### src/common/scfc_pkg.sv
// Shared constants, types and helpers for the serial clock and frame core
package scfc_pkg;

	localparam int DIV_W = 12;
	localparam logic [11:0] DIVISOR_RESET = 12'h000;

	// Baud ticks per bit: 16 normal, 8 double speed; synchronous uses two clock phases
	localparam logic [3:0] LAST_PHASE_NORMAL = 4'hf;
	localparam logic [3:0] LAST_PHASE_DOUBLE = 4'h7;
	localparam logic [3:0] HALF_PHASE_NORMAL = 4'h8;
	localparam logic [3:0] HALF_PHASE_DOUBLE = 4'h4;
	localparam logic [3:0] PHASE_FIRST = 4'h1;

	localparam logic [2:0] CSIZE_5 = 3'h0;
	localparam logic [2:0] CSIZE_6 = 3'h1;
	localparam logic [2:0] CSIZE_7 = 3'h2;
	localparam logic [2:0] CSIZE_8 = 3'h3;
	localparam logic [2:0] CSIZE_9 = 3'h7;

	localparam logic [1:0] PARITY_OFF = 2'h0;
	localparam logic [1:0] PARITY_EVEN = 2'h2;
	localparam logic [1:0] PARITY_ODD = 2'h3;

	localparam logic [8:0] TX_BUF_RESET = 9'h000;
	localparam logic [8:0] RX_DATA_RESET = 9'h000;

	typedef enum logic [2:0] {SCFC_IDLE, SCFC_START, SCFC_DATA, SCFC_PARITY, SCFC_STOP} scfc_frame_t;

	function automatic logic [3:0] scfc_data_bits(input logic [2:0] size);
		case (size)
			CSIZE_5: return 4'h5;
			CSIZE_6: return 4'h6;
			CSIZE_7: return 4'h7;
			CSIZE_8: return 4'h8;
			CSIZE_9: return 4'h9;
			default: return 4'h8;
		endcase
	endfunction : scfc_data_bits

	function automatic logic scfc_parity(input logic [8:0] data, input logic [3:0] nbits,
			input logic odd);
		logic p;
		p = odd;
		for (int i = 0; i < 9; i++) begin
			if (i < int'(nbits)) begin
				p = p ^ data[i];
			end
		end
		return p;
	endfunction : scfc_parity

endpackage : scfc_pkg

### src/rtl/scfc_baud_gen.sv
// Programmable down-counter producing the baud tick
`timescale 1ns/100ps
`default_nettype none
module scfc_baud_gen
	import scfc_pkg::*;
#(
	parameter int DivW = DIV_W
) (
	// Clock and reset
	input wire logic clk,
	input wire logic rstN,
	// Divisor and reload strobe
	input wire logic [DivW-1:0] divisor,
	input wire logic reload,
	// Tick
	output logic tick
);

	logic [DivW-1:0] count_q;

	always_ff @(posedge clk or negedge rstN) begin
		if (!rstN) begin
			count_q <= '0;
			tick <= 1'b0;
		end else if (reload) begin
			count_q <= divisor;
			tick <= 1'b0;
		end else if (count_q == '0) begin
			count_q <= divisor;
			tick <= 1'b1;
		end else begin
			count_q <= count_q - 1'b1;
			tick <= 1'b0;
		end
	end

endmodule : scfc_baud_gen
`default_nettype wire

### src/rtl/scfc_edge_sync.sv
// Synchroniser and edge detector for the external transfer clock
`timescale 1ns/100ps
`default_nettype none
module scfc_edge_sync (
	// Clock and reset
	input wire logic clk,
	input wire logic rstN,
	// Pin
	input wire logic pinIn,
	// Detected edges, one cycle each
	output logic rise,
	output logic fall
);

	logic sync1_q;
	logic sync2_q;
	logic prev_q;

	// Two clocks of latency from pin to edge pulse
	always_ff @(posedge clk or negedge rstN) begin
		if (!rstN) begin
			sync1_q <= 1'b0;
			sync2_q <= 1'b0;
			prev_q <= 1'b0;
		end else begin
			sync1_q <= pinIn;
			sync2_q <= sync1_q;
			prev_q <= sync2_q;
		end
	end

	assign rise = sync2_q & ~prev_q;
	assign fall = ~sync2_q & prev_q;

endmodule : scfc_edge_sync
`default_nettype wire

### src/rtl/scfc_core.sv
// Serial clock generation and frame formatting core
`timescale 1ns/100ps
`default_nettype none
module scfc_core
	import scfc_pkg::*;
(
	// Clock and reset
	input wire logic core_clk,
	input wire logic resetn,
	// Baud divisor
	input wire logic [3:0] baudDivisorHigh,
	input wire logic [7:0] baudDivisorLow,
	input wire logic baudDivisorLowWrite,
	// Mode and frame format
	input wire logic doubleSpeedSelect,
	input wire logic syncSelect,
	input wire logic transferClockDirection,
	input wire logic clockPolaritySelect,
	input wire logic [2:0] characterSizeField,
	input wire logic [1:0] parityModeField,
	input wire logic stopCountSelect,
	// Transmit data
	input wire logic [7:0] txData,
	input wire logic transmitNinthBit,
	input wire logic txDataWrite,
	output logic txBufferEmpty,
	output logic transmitComplete,
	// Receive data
	output logic [8:0] rxData,
	output logic receiveComplete,
	output logic frameErrorFlag,
	output logic parityError,
	// Serial pins
	input wire logic rxd,
	output logic txd,
	input wire logic transferClockIn,
	output logic transferClockOut,
	output logic transferClockOe
);

	logic [1:0] rstPipe_q;
	logic rstN;
	logic baudTick;
	logic slaveRise;
	logic slaveFall;
	logic masterMode;
	logic slaveMode;
	logic doubleSpeed;
	logic xRise;
	logic xFall;
	logic changeEdge;
	logic sampleEdge;
	logic [3:0] lastPhase;
	logic [3:0] halfPhase;
	logic [3:0] nBits;
	logic parityOn;
	logic parityOdd;

	// Reset release is synchronised; assertion stays asynchronous
	always_ff @(posedge core_clk or negedge resetn) begin
		if (!resetn) begin
			rstPipe_q <= 2'h0;
		end else begin
			rstPipe_q <= {rstPipe_q[0], 1'b1};
		end
	end
	assign rstN = rstPipe_q[1];

	scfc_baud_gen #(
		.DivW(DIV_W)
	) u_baud (
		.clk(core_clk),
		.rstN(rstN),
		.divisor({baudDivisorHigh, baudDivisorLow}),
		.reload(baudDivisorLowWrite),
		.tick(baudTick)
	);

	scfc_edge_sync u_xsync (
		.clk(core_clk),
		.rstN(rstN),
		.pinIn(transferClockIn),
		.rise(slaveRise),
		.fall(slaveFall)
	);

	// Mode decode
	assign masterMode = syncSelect & transferClockDirection;
	assign slaveMode = syncSelect & ~transferClockDirection;
	assign doubleSpeed = doubleSpeedSelect & ~syncSelect;
	assign lastPhase = doubleSpeed ? LAST_PHASE_DOUBLE : LAST_PHASE_NORMAL;
	assign halfPhase = doubleSpeed ? HALF_PHASE_DOUBLE : HALF_PHASE_NORMAL;

	// One shared format for both directions
	assign nBits = scfc_data_bits(characterSizeField);
	assign parityOn = (parityModeField == PARITY_EVEN) || (parityModeField == PARITY_ODD);
	assign parityOdd = (parityModeField == PARITY_ODD);

	// Master clock toggles every tick, so one bit spans two ticks
	always_ff @(posedge core_clk or negedge rstN) begin
		if (!rstN) begin
			transferClockOut <= 1'b0;
		end else if (masterMode && baudTick) begin
			transferClockOut <= ~transferClockOut;
		end
	end

	always_ff @(posedge core_clk or negedge rstN) begin
		if (!rstN) begin
			transferClockOe <= 1'b0;
		end else begin
			transferClockOe <= masterMode;
		end
	end

	// Slave edges come only from the pin, never from the local tick
	assign xRise = (masterMode & baudTick & ~transferClockOut) | (slaveMode & slaveRise);
	assign xFall = (masterMode & baudTick & transferClockOut) | (slaveMode & slaveFall);
	assign changeEdge = clockPolaritySelect ? xFall : xRise;
	assign sampleEdge = clockPolaritySelect ? xRise : xFall;

	// Transmitter
	logic [3:0] txPhase_q;
	logic txBitEn;
	logic [8:0] txBuf_q;
	logic txBufFull_q;
	logic txTake;
	scfc_frame_t txState_q;
	logic [8:0] txShift_q;
	logic [3:0] txCount_q;
	logic txStop2_q;
	logic txPar_q;
	logic txEnd;

	always_ff @(posedge core_clk or negedge rstN) begin
		if (!rstN) begin
			txPhase_q <= 4'h0;
		end else if (baudTick) begin
			txPhase_q <= (txPhase_q >= lastPhase) ? 4'h0 : txPhase_q + 4'h1;
		end
	end
	assign txBitEn = syncSelect ? changeEdge : (baudTick && txPhase_q == lastPhase);

	assign txEnd = txBitEn && txState_q == SCFC_STOP && txStop2_q == stopCountSelect;
	assign txTake = txBufFull_q && txBitEn && (txState_q == SCFC_IDLE || txEnd);

	// Single write buffer lets frames follow with no gap
	always_ff @(posedge core_clk or negedge rstN) begin
		if (!rstN) begin
			txBuf_q <= TX_BUF_RESET;
			txBufFull_q <= 1'b0;
		end else if (txDataWrite && (!txBufFull_q || txTake)) begin
			txBuf_q <= {transmitNinthBit, txData};
			txBufFull_q <= 1'b1;
		end else if (txTake) begin
			txBufFull_q <= 1'b0;
		end
	end

	always_ff @(posedge core_clk or negedge rstN) begin
		if (!rstN) begin
			txState_q <= SCFC_IDLE;
			txShift_q <= TX_BUF_RESET;
			txCount_q <= 4'h0;
			txStop2_q <= 1'b0;
			txPar_q <= 1'b0;
			txd <= 1'b1;
		end else if (txTake) begin
			txShift_q <= txBuf_q;
			txPar_q <= scfc_parity(txBuf_q, nBits, parityOdd);
			txd <= 1'b0;
			txState_q <= SCFC_START;
		end else if (txBitEn) begin
			case (txState_q)
				SCFC_IDLE: begin
					txd <= 1'b1;
				end
				SCFC_START: begin
					txd <= txShift_q[0];
					txShift_q <= {1'b0, txShift_q[8:1]};
					txCount_q <= 4'h1;
					txState_q <= SCFC_DATA;
				end
				SCFC_DATA: begin
					if (txCount_q == nBits) begin
						txd <= parityOn ? txPar_q : 1'b1;
						txState_q <= parityOn ? SCFC_PARITY : SCFC_STOP;
						txStop2_q <= 1'b0;
					end else begin
						txd <= txShift_q[0];
						txShift_q <= {1'b0, txShift_q[8:1]};
						txCount_q <= txCount_q + 4'h1;
					end
				end
				SCFC_PARITY: begin
					txd <= 1'b1;
					txStop2_q <= 1'b0;
					txState_q <= SCFC_STOP;
				end
				SCFC_STOP: begin
					txd <= 1'b1;
					if (txStop2_q == stopCountSelect) begin
						txState_q <= SCFC_IDLE;
					end else begin
						txStop2_q <= 1'b1;
					end
				end
				default: begin
					txd <= 1'b1;
					txState_q <= SCFC_IDLE;
				end
			endcase
		end
	end

	always_ff @(posedge core_clk or negedge rstN) begin
		if (!rstN) begin
			txBufferEmpty <= 1'b1;
			transmitComplete <= 1'b0;
		end else begin
			txBufferEmpty <= ~txBufFull_q;
			transmitComplete <= txEnd && !txBufFull_q;
		end
	end

	// Receiver
	scfc_frame_t rxState_q;
	logic [3:0] rxPhase_q;
	logic [3:0] rxCount_q;
	logic [8:0] rxShift_q;
	logic rxParBit_q;
	logic rxSampleEn;
	logic rxDetect;

	// Asynchronous start search looks at every tick; synchronous at each sample edge
	assign rxDetect = (rxState_q == SCFC_IDLE) && !rxd &&
		(syncSelect ? sampleEdge : baudTick);
	assign rxSampleEn = (rxState_q != SCFC_IDLE) &&
		(syncSelect ? sampleEdge : (baudTick && rxPhase_q == halfPhase));

	always_ff @(posedge core_clk or negedge rstN) begin
		if (!rstN) begin
			rxPhase_q <= 4'h0;
		end else if (rxDetect) begin
			rxPhase_q <= PHASE_FIRST;
		end else if (baudTick && rxState_q != SCFC_IDLE) begin
			rxPhase_q <= (rxPhase_q >= lastPhase) ? 4'h0 : rxPhase_q + 4'h1;
		end
	end

	always_ff @(posedge core_clk or negedge rstN) begin
		if (!rstN) begin
			rxState_q <= SCFC_IDLE;
			rxCount_q <= 4'h0;
			rxShift_q <= RX_DATA_RESET;
			rxParBit_q <= 1'b0;
		end else if (rxDetect) begin
			rxShift_q <= RX_DATA_RESET;
			rxCount_q <= 4'h0;
			// Synchronous start is already sampled at its sample edge
			rxState_q <= syncSelect ? SCFC_DATA : SCFC_START;
		end else if (rxSampleEn) begin
			case (rxState_q)
				SCFC_START: begin
					// A start bit high at mid-bit was a glitch
					rxState_q <= rxd ? SCFC_IDLE : SCFC_DATA;
				end
				SCFC_DATA: begin
					rxShift_q[rxCount_q] <= rxd;
					rxCount_q <= rxCount_q + 4'h1;
					if (rxCount_q + 4'h1 == nBits) begin
						rxState_q <= parityOn ? SCFC_PARITY : SCFC_STOP;
					end
				end
				SCFC_PARITY: begin
					rxParBit_q <= rxd;
					rxState_q <= SCFC_STOP;
				end
				SCFC_STOP: begin
					rxState_q <= SCFC_IDLE;
				end
				default: begin
					rxState_q <= SCFC_IDLE;
				end
			endcase
		end
	end

	always_ff @(posedge core_clk or negedge rstN) begin
		if (!rstN) begin
			rxData <= RX_DATA_RESET;
			receiveComplete <= 1'b0;
			frameErrorFlag <= 1'b0;
			parityError <= 1'b0;
		end else if (rxSampleEn && rxState_q == SCFC_STOP) begin
			rxData <= rxShift_q;
			receiveComplete <= 1'b1;
			frameErrorFlag <= ~rxd;
			parityError <= parityOn &&
				(scfc_parity(rxShift_q, nBits, parityOdd) != rxParBit_q);
		end else begin
			receiveComplete <= 1'b0;
		end
	end

endmodule : scfc_core
`default_nettype wire

### config.mk
export PLATFORM = sky130hd
export DESIGN_NAME = scfc_core
export DESIGN_NICKNAME = d
export VERILOG_FILES = /design/src/common/scfc_pkg.sv /design/src/rtl/scfc_baud_gen.sv /design/src/rtl/scfc_edge_sync.sv /design/src/rtl/scfc_core.sv
export SDC_FILE = /design/constraint.sdc
export NUM_CORES = 1
export LEC_CHECK = 0
export BUFFER_PORTS_ARGS = -buffer_cell sky130_fd_sc_hd__buf_4
export CORE_AREA = 10 10 114 116
export DETAILED_ROUTE_END_ITERATION = 10
export DIE_AREA = 0 0 124 126
export MAX_ROUTING_LAYER = met4
export PLACE_DENSITY_LB_ADDON = 0.2
export SLEW_MARGIN = 20
export SYNTH_ARGS = -nofsm -noshare
export SYNTH_HDL_FRONTEND = slang
export SYNTH_SLANG_ARGS = --single-unit
### constraint.sdc
create_clock -name core_clk -period 7.2 [get_ports core_clk]
set_clock_uncertainty 0.2 [all_clocks]
set_input_delay 0.72 -clock core_clk [delete_from_list [all_inputs] [get_ports core_clk]]
set_output_delay 0.72 -clock core_clk [all_outputs]
set_load 0.005 [all_outputs]
Word level (Yosys, flattened, before mapping)
Cells that the tools add are included.
Widths: inputs -> output; s select.
{"block": "classes", "order_cmp": 13, "eq_ne": 27, "reduce_logical": 41, "muxes": 89, "bitwise_logic": 39, "add_sub_neg": 5}
{"operator": "$mux 9", "n": 6}
{"operator": "$mux 1", "n": 52}
{"operator": "$mux 4", "n": 10}
{"operator": "$mux 12", "n": 2}
{"operator": "$mux 3", "n": 8}
{"operator": "$pmux 9 s2", "n": 1}
{"operator": "$xor 1x1->1", "n": 18}
{"operator": "$add 4x1->4 const B", "n": 4}
{"operator": "$eq 4x4->1", "n": 4}
{"operator": "$logic_and 1x1->1", "n": 16}
{"operator": "$lt 3x4->1 const A", "n": 4}
{"operator": "$pmux 4 s4", "n": 1}
{"operator": "$eq 3x2->1 const B", "n": 5}
{"operator": "$pmux 3 s5", "n": 1}
{"operator": "$logic_not 12->1", "n": 1}
{"operator": "$reduce_bool 2->1", "n": 6}
{"operator": "$sub 12x1->12 const B", "n": 1}
{"operator": "$and 1x1->1", "n": 10}
{"operator": "$bwmux 9", "n": 1}
{"operator": "$eq 3x1->1 const B", "n": 3}
{"operator": "$eq 3x3->1 const B", "n": 3}
{"operator": "$logic_not 3->1", "n": 3}
{"operator": "$ne 3x3->1 const B", "n": 3}
{"operator": "$not 1->1", "n": 9}
{"operator": "25 further kinds", "n": 42}
{"block": "totals", "register_bits": 88, "in_bits": 37, "wordCells": 242, "out_inout_bits": 17}

Depth between registers and ports, before layout
Gate-level depths: netlist of run 1.
{"block": "logic_depth", "depth_word": 35, "mapped_depth": 10, "mapped_depth_nobuf": 8}

Hierarchy
From an unflattened synthesis of run 1, not the netlist that was laid out.
{"block": "unflattened", "cells_unflattened": 479, "hier_area_um2": 4924.7}
{"module": "scfc_core", "seq_area_each_um2": 1804.2, "cells_per_inst": 401, "instances": 1, "area_each_um2": 4102.7}
{"module": "scfc_baud_gen", "seq_area_each_um2": 325.3, "cells_per_inst": 73, "instances": 1, "area_each_um2": 732.0}
{"module": "scfc_edge_sync", "seq_area_each_um2": 75.1, "cells_per_inst": 5, "instances": 1, "area_each_um2": 90.1}

Least setup slack after synthesis of run 1
OpenSTA, ideal clock, no wires.
{"block": "synth_path", "kind": "in2reg", "from": "input syncSelect", "to": "register rxData[0]", "path_slack_ps": 4150, "arrival_ps": 2725, "n_path_buf": 2, "required_time_ps": 6875, "path_stages": 8, "setup_ps": 125, "path_cell_list": "clkbuf_1 -> nor2b_1 -> ha_1 -> nand4_1 -> mux2_4 -> or4b_1 -> buf_6 -> mux2_4"}
{"block": "synth_between", "elab_chain_len": 8, "word_cells_on_any_way": 18, "classes_between": "1 x eq/ne; 3 x mux; 11 x bitwise; 3 x reduce/logical"}
{"item": "start, declared", "line": "scfc_core.sv:16", "text": "input wire logic syncSelect,"}
{"item": "$and 1x1->1 / $not 1->1 (equally long branches)", "line": "scfc_core.sv:88, scfc_core.sv:90"}
{"item": "$and 1x1->1 (on tied branches)", "line": "scfc_core.sv:117, scfc_core.sv:118, scfc_core.sv:90"}
{"item": "$and 1x1->1, or another cell as far along", "line": "scfc_core.sv:118", "text": "assign xFall = (masterMode & baudTick & transferClockOut) | (slaveMode & slaveFall);"}
{"item": "$or 1x1->1, or another cell as far along", "line": "scfc_core.sv:118"}
{"item": "$mux 1 / $logic_and 1x1->1 (equally long branches)", "line": "scfc_core.sv:120, scfc_core.sv:239"}
{"item": "$mux 1 *", "line": "scfc_core.sv:239", "text": "(syncSelect ? sampleEdge : (baudTick && rxPhase_q == halfPhase));"}
{"item": "$logic_and 1x1->1 *", "line": "scfc_core.sv:238", "text": "assign rxSampleEn = (rxState_q != SCFC_IDLE) &&"}
{"item": "$logic_and 1x1->1 *", "line": "scfc_core.sv:295", "text": "end else if (rxSampleEn && rxState_q == SCFC_STOP) begin"}
{"item": "end signal, assigned", "line": "scfc_core.sv:296", "text": "rxData <= rxShift_q;"}
{"item": "end, declared", "line": "scfc_core.sv:29", "text": "output logic [8:0] rxData,"}
Mark *: on every way between the ends. The rest lies on a longest branch, timed or not.
A chain may end at the register's enable or synchronous reset.

Worst setup path in the final report of run 1
{"block": "layout_path", "from": "register u_baud.tick", "to": "register rxData[7]"}
{"block": "layout_between", "elab_chain_len": 7, "word_cells_on_any_way": 10, "classes_between": "2 x mux; 5 x bitwise; 3 x reduce/logical"}
{"item": "start, declared", "line": "scfc_baud_gen.sv:16", "text": "output logic tick"}
{"item": "start signal, assigned", "line": "scfc_baud_gen.sv:24", "text": "tick <= 1'b0;"}
{"item": "start signal, assigned", "line": "scfc_baud_gen.sv:27", "text": "tick <= 1'b0;"}
{"item": "start signal, assigned", "line": "scfc_baud_gen.sv:30", "text": "tick <= 1'b1;"}
{"item": "$and 1x1->1", "line": "scfc_core.sv:117, scfc_core.sv:118"}
{"item": "$and 1x1->1 (on tied branches)", "line": "scfc_core.sv:118, scfc_core.sv:117"}
{"item": "$or 1x1->1 (on tied branches)", "line": "scfc_core.sv:118, scfc_core.sv:117"}
{"item": "$mux 1", "line": "scfc_core.sv:120", "text": "assign sampleEdge = clockPolaritySelect ? xRise : xFall;"}
{"item": "$mux 1 *", "line": "scfc_core.sv:239"}
{"item": "$logic_and 1x1->1 *", "line": "scfc_core.sv:238"}
{"item": "$logic_and 1x1->1 *", "line": "scfc_core.sv:295"}
Marked as above.

==> metrics.yaml, run 1 <==
drt:
  via_per_inst: 5.378
  drtAntennaViolNets: 0
  first_pass_iters: 4
  drtIter0Drc: 139
  num_vias: 3544
  wire_per_inst_um: 15.02
  wirelength_um: 9895
  drc_errors: 0
logic_synthesis:
  synth_area_um2: 4742
  yosysWarnings: 0
  async_flop_share_pct: 100.0
  ys_seq_elements: 88
  synth_top_flop_cell: "dfrtp_1"
  synth_nets: 518
  synth_edf_count: 0
  yosys.cell_types.count: 69
  syn_inst: 469
  syn_area_per_cell_um2: 10.11
  synth_seq_area_share_pct: 46.49
timing:
  tns_ns: 0
  hold_violations: 0
  fmaxAchievable_mhz: 308.9
  slew_violations: 0
  rsz0062_at_grt: "no"
  fin_crit_ns: 3.238
  finalSetupViolCount: 0
  slew_headroom_pct: 32.57
  post-route-period-util_pct: 44.97
  worst_pin_slew_ns: 1.006
clock_network:
  cts-root-buf: "clkbuf_8"
  cts_max_path_buffers: 2
  clkTransAtPathRegs_ns: 0.09
  cts_tree: "yes"
  numCtsBuffers: 9
  cts.sinks: 88
  clk_latency_ns: 0.36
  cts.htree.levels: 3
placed_design:
  dp_cells: 641
  hpwl_um: 7113
  place_congestion: 0.8003
  io_buffers: 53
pwr:
  ir_drop_uv: 176.8
  p_leak_nw: 2.391
  powerDensity_nw_per_um2: 306.9
die:
  die_height_um: 126
  coreArea_um2: 10700
  initial_core_util_pct: 44.33
  num_rows: 38
  ioPinCount: 54
  dieWidth_um: 124
  fp.dieArea_um2: 15620
global_route:
  grt_max_degree: 87
  grt_pass1_wl_um: 17030
  grt_pass1_vias: 3556
  grt_usage_pct: 13.56
  antenna_found_initial: 0
  grt_overflow: 0
run_status:
  status: "complete, no violations"
worst_setup_path:
  crit_path_max_fanout: 17
  start_kind: "register"
  worst-setup-path-type: "reg2reg"
  crit_path_end_kind: "register"
  required_ns: 7.24
  crit_arrival_ns: 3.28
layout:
  drive_above_1_share_pct: 18.69
  n_antenna_cell: 0
  num-nets-final: 563
  area_growth_pct: 15.38
  num-fill-cells: 1012
  fin_cells: 659
hold_path:
  hold_path_class: "reg2async"
run:
  drv_cap: 0
## sequential cells by signal, summed over array words and instances (netlist names), 2 cells and up
| register | count |
|---|---|
| rxShift_q | 9 |
| txCount_q | 4 |
| txShift_q | 9 |
| u_baud.count_q | 12 |
| rxState_q | 3 |
| rxCount_q | 4 |
| rstPipe_q | 2 |
| txState_q | 3 |
| txPhase_q | 4 |
| rxData | 9 |
| txBuf_q | 9 |
| rxPhase_q | 4 |
## power breakdown
group	internal (mW)	leakage [nW]	switching, mW
clock network	0.171	0.102	0.182
logic	0.292	1.21	0.267
registers	0.623	1.08	0.143
total	1.09	2.39	0.593
## worst paths after layout
check | from | endpoint | slack [ns] | cells past startpoint
hold reg to reg | rstPipe_q[1] | transferClockOut | 0.14 | 0
max in group asynchronous | rstPipe_q[1] | rxShift_q[1] | 6.02 | 1
min in group core_clk | u_xsync.sync1_q | u_xsync.sync2_q | 0.15 | 0
setup reg to reg | u_baud.tick | rxData[7] | 3.96 | 5
setup / recovery | u_baud.tick | rxData[7] | 3.96 | 5
hold / removal | rstPipe_q[1] | transferClockOut | 0.14 | 0
## Yosys cell counts (10+ instances only)
library cell	number	area (um2)
inv_1	20	75.07
nand2_1	34	127.6
dfrtp_1	86	2152
mux2_1	13	146.4
a21oi_1	21	105.1
nand2b_1	13	81.33
nor2_1	39	146.4
xnor2_1	20	175.2
nand3_1	17	85.08
ha_1	12	150.1
xor2_1	12	105.1
o21ai_1	11	55.05
clkbuf_1	17	63.81
o21ai_0	10	50.05
## cell type report
cell class              instances  area [um2]  share of cell area (%)
multi-input cells             337        2360                   43.13
clock inverters                 6       68.82                   1.258
well taps                     140       175.2                   3.201
clock buffers                  10       137.6                   2.515
repair buffers                 57       442.9                   8.095
inverters                      21       78.83                   1.441
flip-flops and latches         88        2208                   40.36
## timing repair
item	in CTS	in global routing
hold buffers	1	0
setup buffers	0	0
resized for setup	0	0
hold endpoints to repair	2	0
## placed cells by master (no fill, tap or decap), types with 4 or more instances in the layout
| master | count |
|---|---|
| dfrtp_1 | 85 |
| buf_4 | 55 |
| nor2_1 | 39 |
| nand2_1 | 34 |
| a21oi_1 | 21 |
| inv_1 | 20 |
| xnor2_1 | 20 |
| nand3_1 | 17 |
| mux2_1 | 13 |
| nand2b_1 | 13 |
| xor2_1 | 12 |
| ha_1 | 12 |
| o21ai_1 | 11 |
| o21ai_0 | 10 |
| clkbuf_8 | 10 |
| a31oi_1 | 8 |
| a211oi_1 | 8 |
| nor3_1 | 7 |
| mux2_4 | 7 |
| a21o_1 | 7 |
| o31ai_1 | 6 |
| nor2b_1 | 5 |
| o221ai_1 | 5 |
| a22o_1 | 5 |
| a31o_1 | 5 |
| o21a_1 | 4 |
| a32o_1 | 4 |
| o21ai_2 | 4 |
## metrics by stage
stage / total power [mW] / cell area, um2 / utilization (%) / worst slack (ns) / hold slack, ns
floorplan: 1.190 / 4742 / - / 4.150 / 0.1312
global placement: 1.319 / 5235 / 48.94 / 3.812 / 0.1366
detailed placement: 1.342 / 5235 / 48.94 / 3.781 / 0.1347
CTS: 1.700 / 5451 / 50.96 / 3.945 / 0.1536
global route: 1.806 / 5472 / 51.15 / 3.821 / 0.1584
finish: 1.679 / 5472 / 51.15 / 3.962 / 0.1368
## per-layer routing
metal / GRT usage (%) / up-vias / share of wire [%]
li1: - / 1772 / -
met1: 17.20 / 1697 / 47
met2: 21.11 / 67 / 47
met3: 3.172 / 8 / 4.7
met4: 3.862 / 0 / 1.2
met5: - / - / 0
## worst max-delay path, cell delays in order, from the launching register on
cell      delay [ns]
dfrtp_1         0.65
nand2b_1        0.11
mux4_2          0.55
mux2_4          0.33
or4b_1          0.85
mux2_4          0.42
## logic make-up after synthesis
logic type	share of synthesized area (%)
simple gates	16.15
compound gates	17.47
flops	46.49
buf+inv	3.852
xor+xnor	5.910
mux	6.675
fa+ha+maj	3.377
other cells	0.07908
Power figures use the tool's default switching activity.
==> run 2: changes to the inputs <==
Settings changed: ABC_AREA set to 1, CORE_AREA 10 10 114 116 to 10 10 116 118, DIE_AREA 0 0 124 126 to 0 0 126 128.
Clock period 7.2 ns to 3.3 ns, I/O delays scaled along.
==> run 2 against run 1 <==
Net effect:
- non-clock buffer count grew 10
- power grew 140%
- fmax grew 37%
- sequential cell count is the same
- die area grew 3.2%
- critical path depth is the same
- synthesized area grew 2.7%
- sequential power grew 110%
- combinational power grew 140%
- routed wire length grew 11%
- first-iteration DRC count grew 86%
- worst setup slack lost 3.0 ns
- critical endpoint is now frameErrorFlag
- highest routed layer unchanged
==> metrics.yaml, run 2 <==
global_route:
  grt_pass1_vias: 4018  # +13%
  antenna_found_initial: 0  # unchanged
  grt_pass1_wl_um: 18700  # +9.8%
  grt_usage_pct: 14.22  # +0.66 points
  grt_overflow: 0  # unchanged
  grt_max_degree: 44  # -49%
timing:
  finalSetupViolCount: 0  # unchanged
  rsz0062_at_grt: "no"
  fmaxAchievable_mhz: 423.2  # +37%
  fin_crit_ns: 2.363  # -0.8746 ns
  finalWorstSetupSlack_ns: 0.9370  # -3.025 ns
  post-route-period-util_pct: 71.61  # +27 points
  hold_violations: 0  # unchanged
  slew_headroom_pct: 52.33  # +20 points
  worst_pin_slew_ns: 0.7131  # -0.2929 ns
  tns_ns: 0  # unchanged
  hold_ws_ns: 0.01395  # -0.1229 ns
  slew_violations: 0  # unchanged
layout:
  final_cell_area_um2: 5837  # +6.7%
  num-nets-final: 755  # +34%
  top_register: "u_baud.count_q"
  num-fill-cells: 1106  # +9.3%
  final_cell_mix: "nand2_1 (206), dfrtp_1 (85), nand3_1 (78)"
  n_antenna_cell: 0  # unchanged
  final_common_cell: "nand2_1"
  area_growth_pct: 19.89
  largest_reg_flops: 12  # unchanged
  drive_above_1_share_pct: 14.77  # -3.9 points
  fin_cells: 854  # +30%
  fin_util_pct: 52.01  # +0.86 points
placed_design:
  place_congestion: 0.8662  # +8.2%
  hpwl_um: 8190  # +15%
  placed_area_um2: 5381  # +2.8%
  dp_slack_ns: 0.8056  # -2.975 ns
  io_buffers: 53  # unchanged
  dp_cells: 827  # +29%
die:
  ioPinCount: 54  # unchanged
  coreArea_um2: 11220  # +4.9%
  fp.dieArea_um2: 16130  # +3.2%
  die_height_um: 128  # +1.6%
  num_rows: 39  # +2.6%
  dieWidth_um: 126  # +1.6%
  initial_core_util_pct: 43.38  # -0.95 points
clock_network:
  clkTransAtPathRegs_ns: 0.07  # -0.02 ns
  numCtsBuffers: 9  # unchanged
  cts.sinks: 88  # unchanged
  clk_latency_ns: 0.35  # about the same
  cts-root-buf: "clkbuf_16"
  cts_tree: "yes"
  cts_max_path_buffers: 2  # unchanged
  cts.htree.levels: 3  # unchanged
worst_setup_path:
  path_cells: "ha_1, nand3_1, o21ai_1, nand3_1, o21ai_0"
  rrSetupSlack_ns: 0.94  # -3.03 ns
  path_common_cell: "nand3_1"
  start_kind: "register"
  r2r-end: "frameErrorFlag"
  crit_arrival_ns: 2.41  # -0.87 ns
  crit_path_max_fanout: 20  # +3
  r2r_cells: 5  # unchanged
  crit_cells: 5  # unchanged
  cp_slowest_cell: "nand3_1"
  critical_path_buf_inv_count: 0  # unchanged
  required_ns: 3.34  # -3.90 ns
  critPathTopFamily: "compound AO/OA/AOI/OAI gates"
  r2r-start: "rxPhase_q[3]"
  worst-setup-path-type: "reg2reg"
  cp_slowest_stage_delay_ns: 0.58  # -0.27 ns
  crit_path_end_kind: "register"
drt:
  drtIter0Drc: 258  # +86%
  first_pass_iters: 4  # unchanged
  via_per_inst: 4.917  # -8.6%
  wirelength_um: 10950  # +11%
  num_vias: 4199  # +18%
  drc_errors: 0  # unchanged
  drtAntennaViolNets: 0  # unchanged
  wire_per_inst_um: 12.82  # -15%
logic_synthesis:
  yosys-top-cells-area: "dfrtp_1 (44%), nand2_1 (16%), nand3_1 (8.0%), inv_1 (4.8%), nor2_1 (4.0%)"
  syn_area_per_cell_um2: 7.571  # -25%
  async_flop_share_pct: 100.0  # unchanged
  synth_area_um2: 4868  # +2.7%
  synth_top_flop_cell: "dfrtp_1"
  yosysTopAreaCell: "dfrtp_1"
  synth_nets: 692  # +34%
  synthMuxAreaShare_pct: 0  # -6.7 points
  synth_most_common_cell: "nand2_1"
  synth_xor_xnor_area_share_pct: 4.498  # -1.4 points
  ys_seq_elements: 88  # unchanged
  synth_compound_area_share_pct: 5.962  # -12 points
  synth_seq_area_share_pct: 45.28  # -1.2 points
  ys_top_cells_by_count: "nand2_1 (206), dfrtp_1 (86), nand3_1 (78)"
  syn_inst: 643  # +37%
  synth_edf_count: 0  # unchanged
  synthAdderAreaFrac_pct: 3.084  # -0.29 points
  yosys.cell_types.count: 36  # -48%
  synth_top_family_by_area: "simple AND/OR/NAND/NOR gates"
  synthSimpleGateAreaFrac_pct: 33.77  # +18 points
  yosys.area.top_type_share_pct: 44.20  # -1.2 points
  yosysWarnings: 0  # unchanged
pwr:
  total_power_mw: 4.096  # +140%
  powerDensity_nw_per_um2: 701.8  # +130%
  p_leak_nw: 3.000  # +25%
  ir_drop_uv: 310.7  # +76%
hold_path:
  hold_depth: 3
  min_from: "transmitNinthBit"
  holdPathEnd: "txBuf_q[8]"
  hold_path_class: "in2reg"
run:
  drv_cap: 0  # unchanged
run_status:
  status: "complete, no violations"
==> run 2: cell count changes in the layout (fill, tap and decap cells not counted), sizes merged, moves of 12 or more <==
cell	delta
a21oi	-12
inv	+50
mux2	-22
nand2	+180
nand2b	-13
nand3	+65
nand4	+13
nor2	+16
o21ai	+12
xnor2	-13
==> run 2: routing by layer <==
metal	up-vias	wire (um)	part of all wire, %	track usage (%)
met5	-	0	0	-
met4	0	197	1.8	6.296
met3	14	360	3.3	2.771
met2	55	5294	48	22.35
met1	1958	5099	47	17.45
li1	2172	-	-	-
==> run 2: cell families (layout without fill, tap and decap cells) <==
group,count (synthesis),in the layout
flip-flops,88,88
AND/OR/NAND/NOR,378,378
XOR/XNOR,25,25
other,1,1
AO/OA/AOI/OAI,53,53
adder cells (fa/ha/maj),12,12
buffers and inverters,86,154
==> run 2: worst max-delay path by stage <==
stage,slack (ns),end,startpoint
detailed placement,0.81,frameErrorFlag,doubleSpeedSelect
finish,0.94,frameErrorFlag,rxPhase_q[3]
global placement,0.91,parityError,doubleSpeedSelect
global route,0.74,rxData[3],rxPhase_q[3]
floorplan,0.47,frameErrorFlag,rstPipe_q[1]
CTS,0.87,frameErrorFlag,rxPhase_q[3]
==> run 2: power breakdown <==
part           internal [mW]  switching (mW)  leakage (nW)  total [mW]
registers               1.35           0.253          1.13        1.60
logic                  0.508           0.812          1.70        1.32
clock network          0.741           0.433         0.166        1.17
==> run 2: area by class of cell <==
cell class	instances	area, um2	share of cell area (%)
multi-input combinational	469	2307	39.53
sequential	88	2208	37.83
timing repair buffer	67	530.5	9.089
inverter	71	266.5	4.566
clock buffer	9	225.2	3.859
tap	143	178.9	3.065
clock inverter	7	120.1	2.058
==> run 2: repair_timing <==
action	in CTS	in global routing
endpoints found under the hold margin	12	0
hold buffers	11	0
resized for setup	0	0
buffers inserted	0	0
==> run 2: worst register-to-register path: stages, from the launching register on <==
cell and delay [ns]:
dfrtp_1 0.40, ha_1 0.31, nand3_1 0.07, o21ai_1 0.32, nand3_1 0.58, o21ai_0 0.39
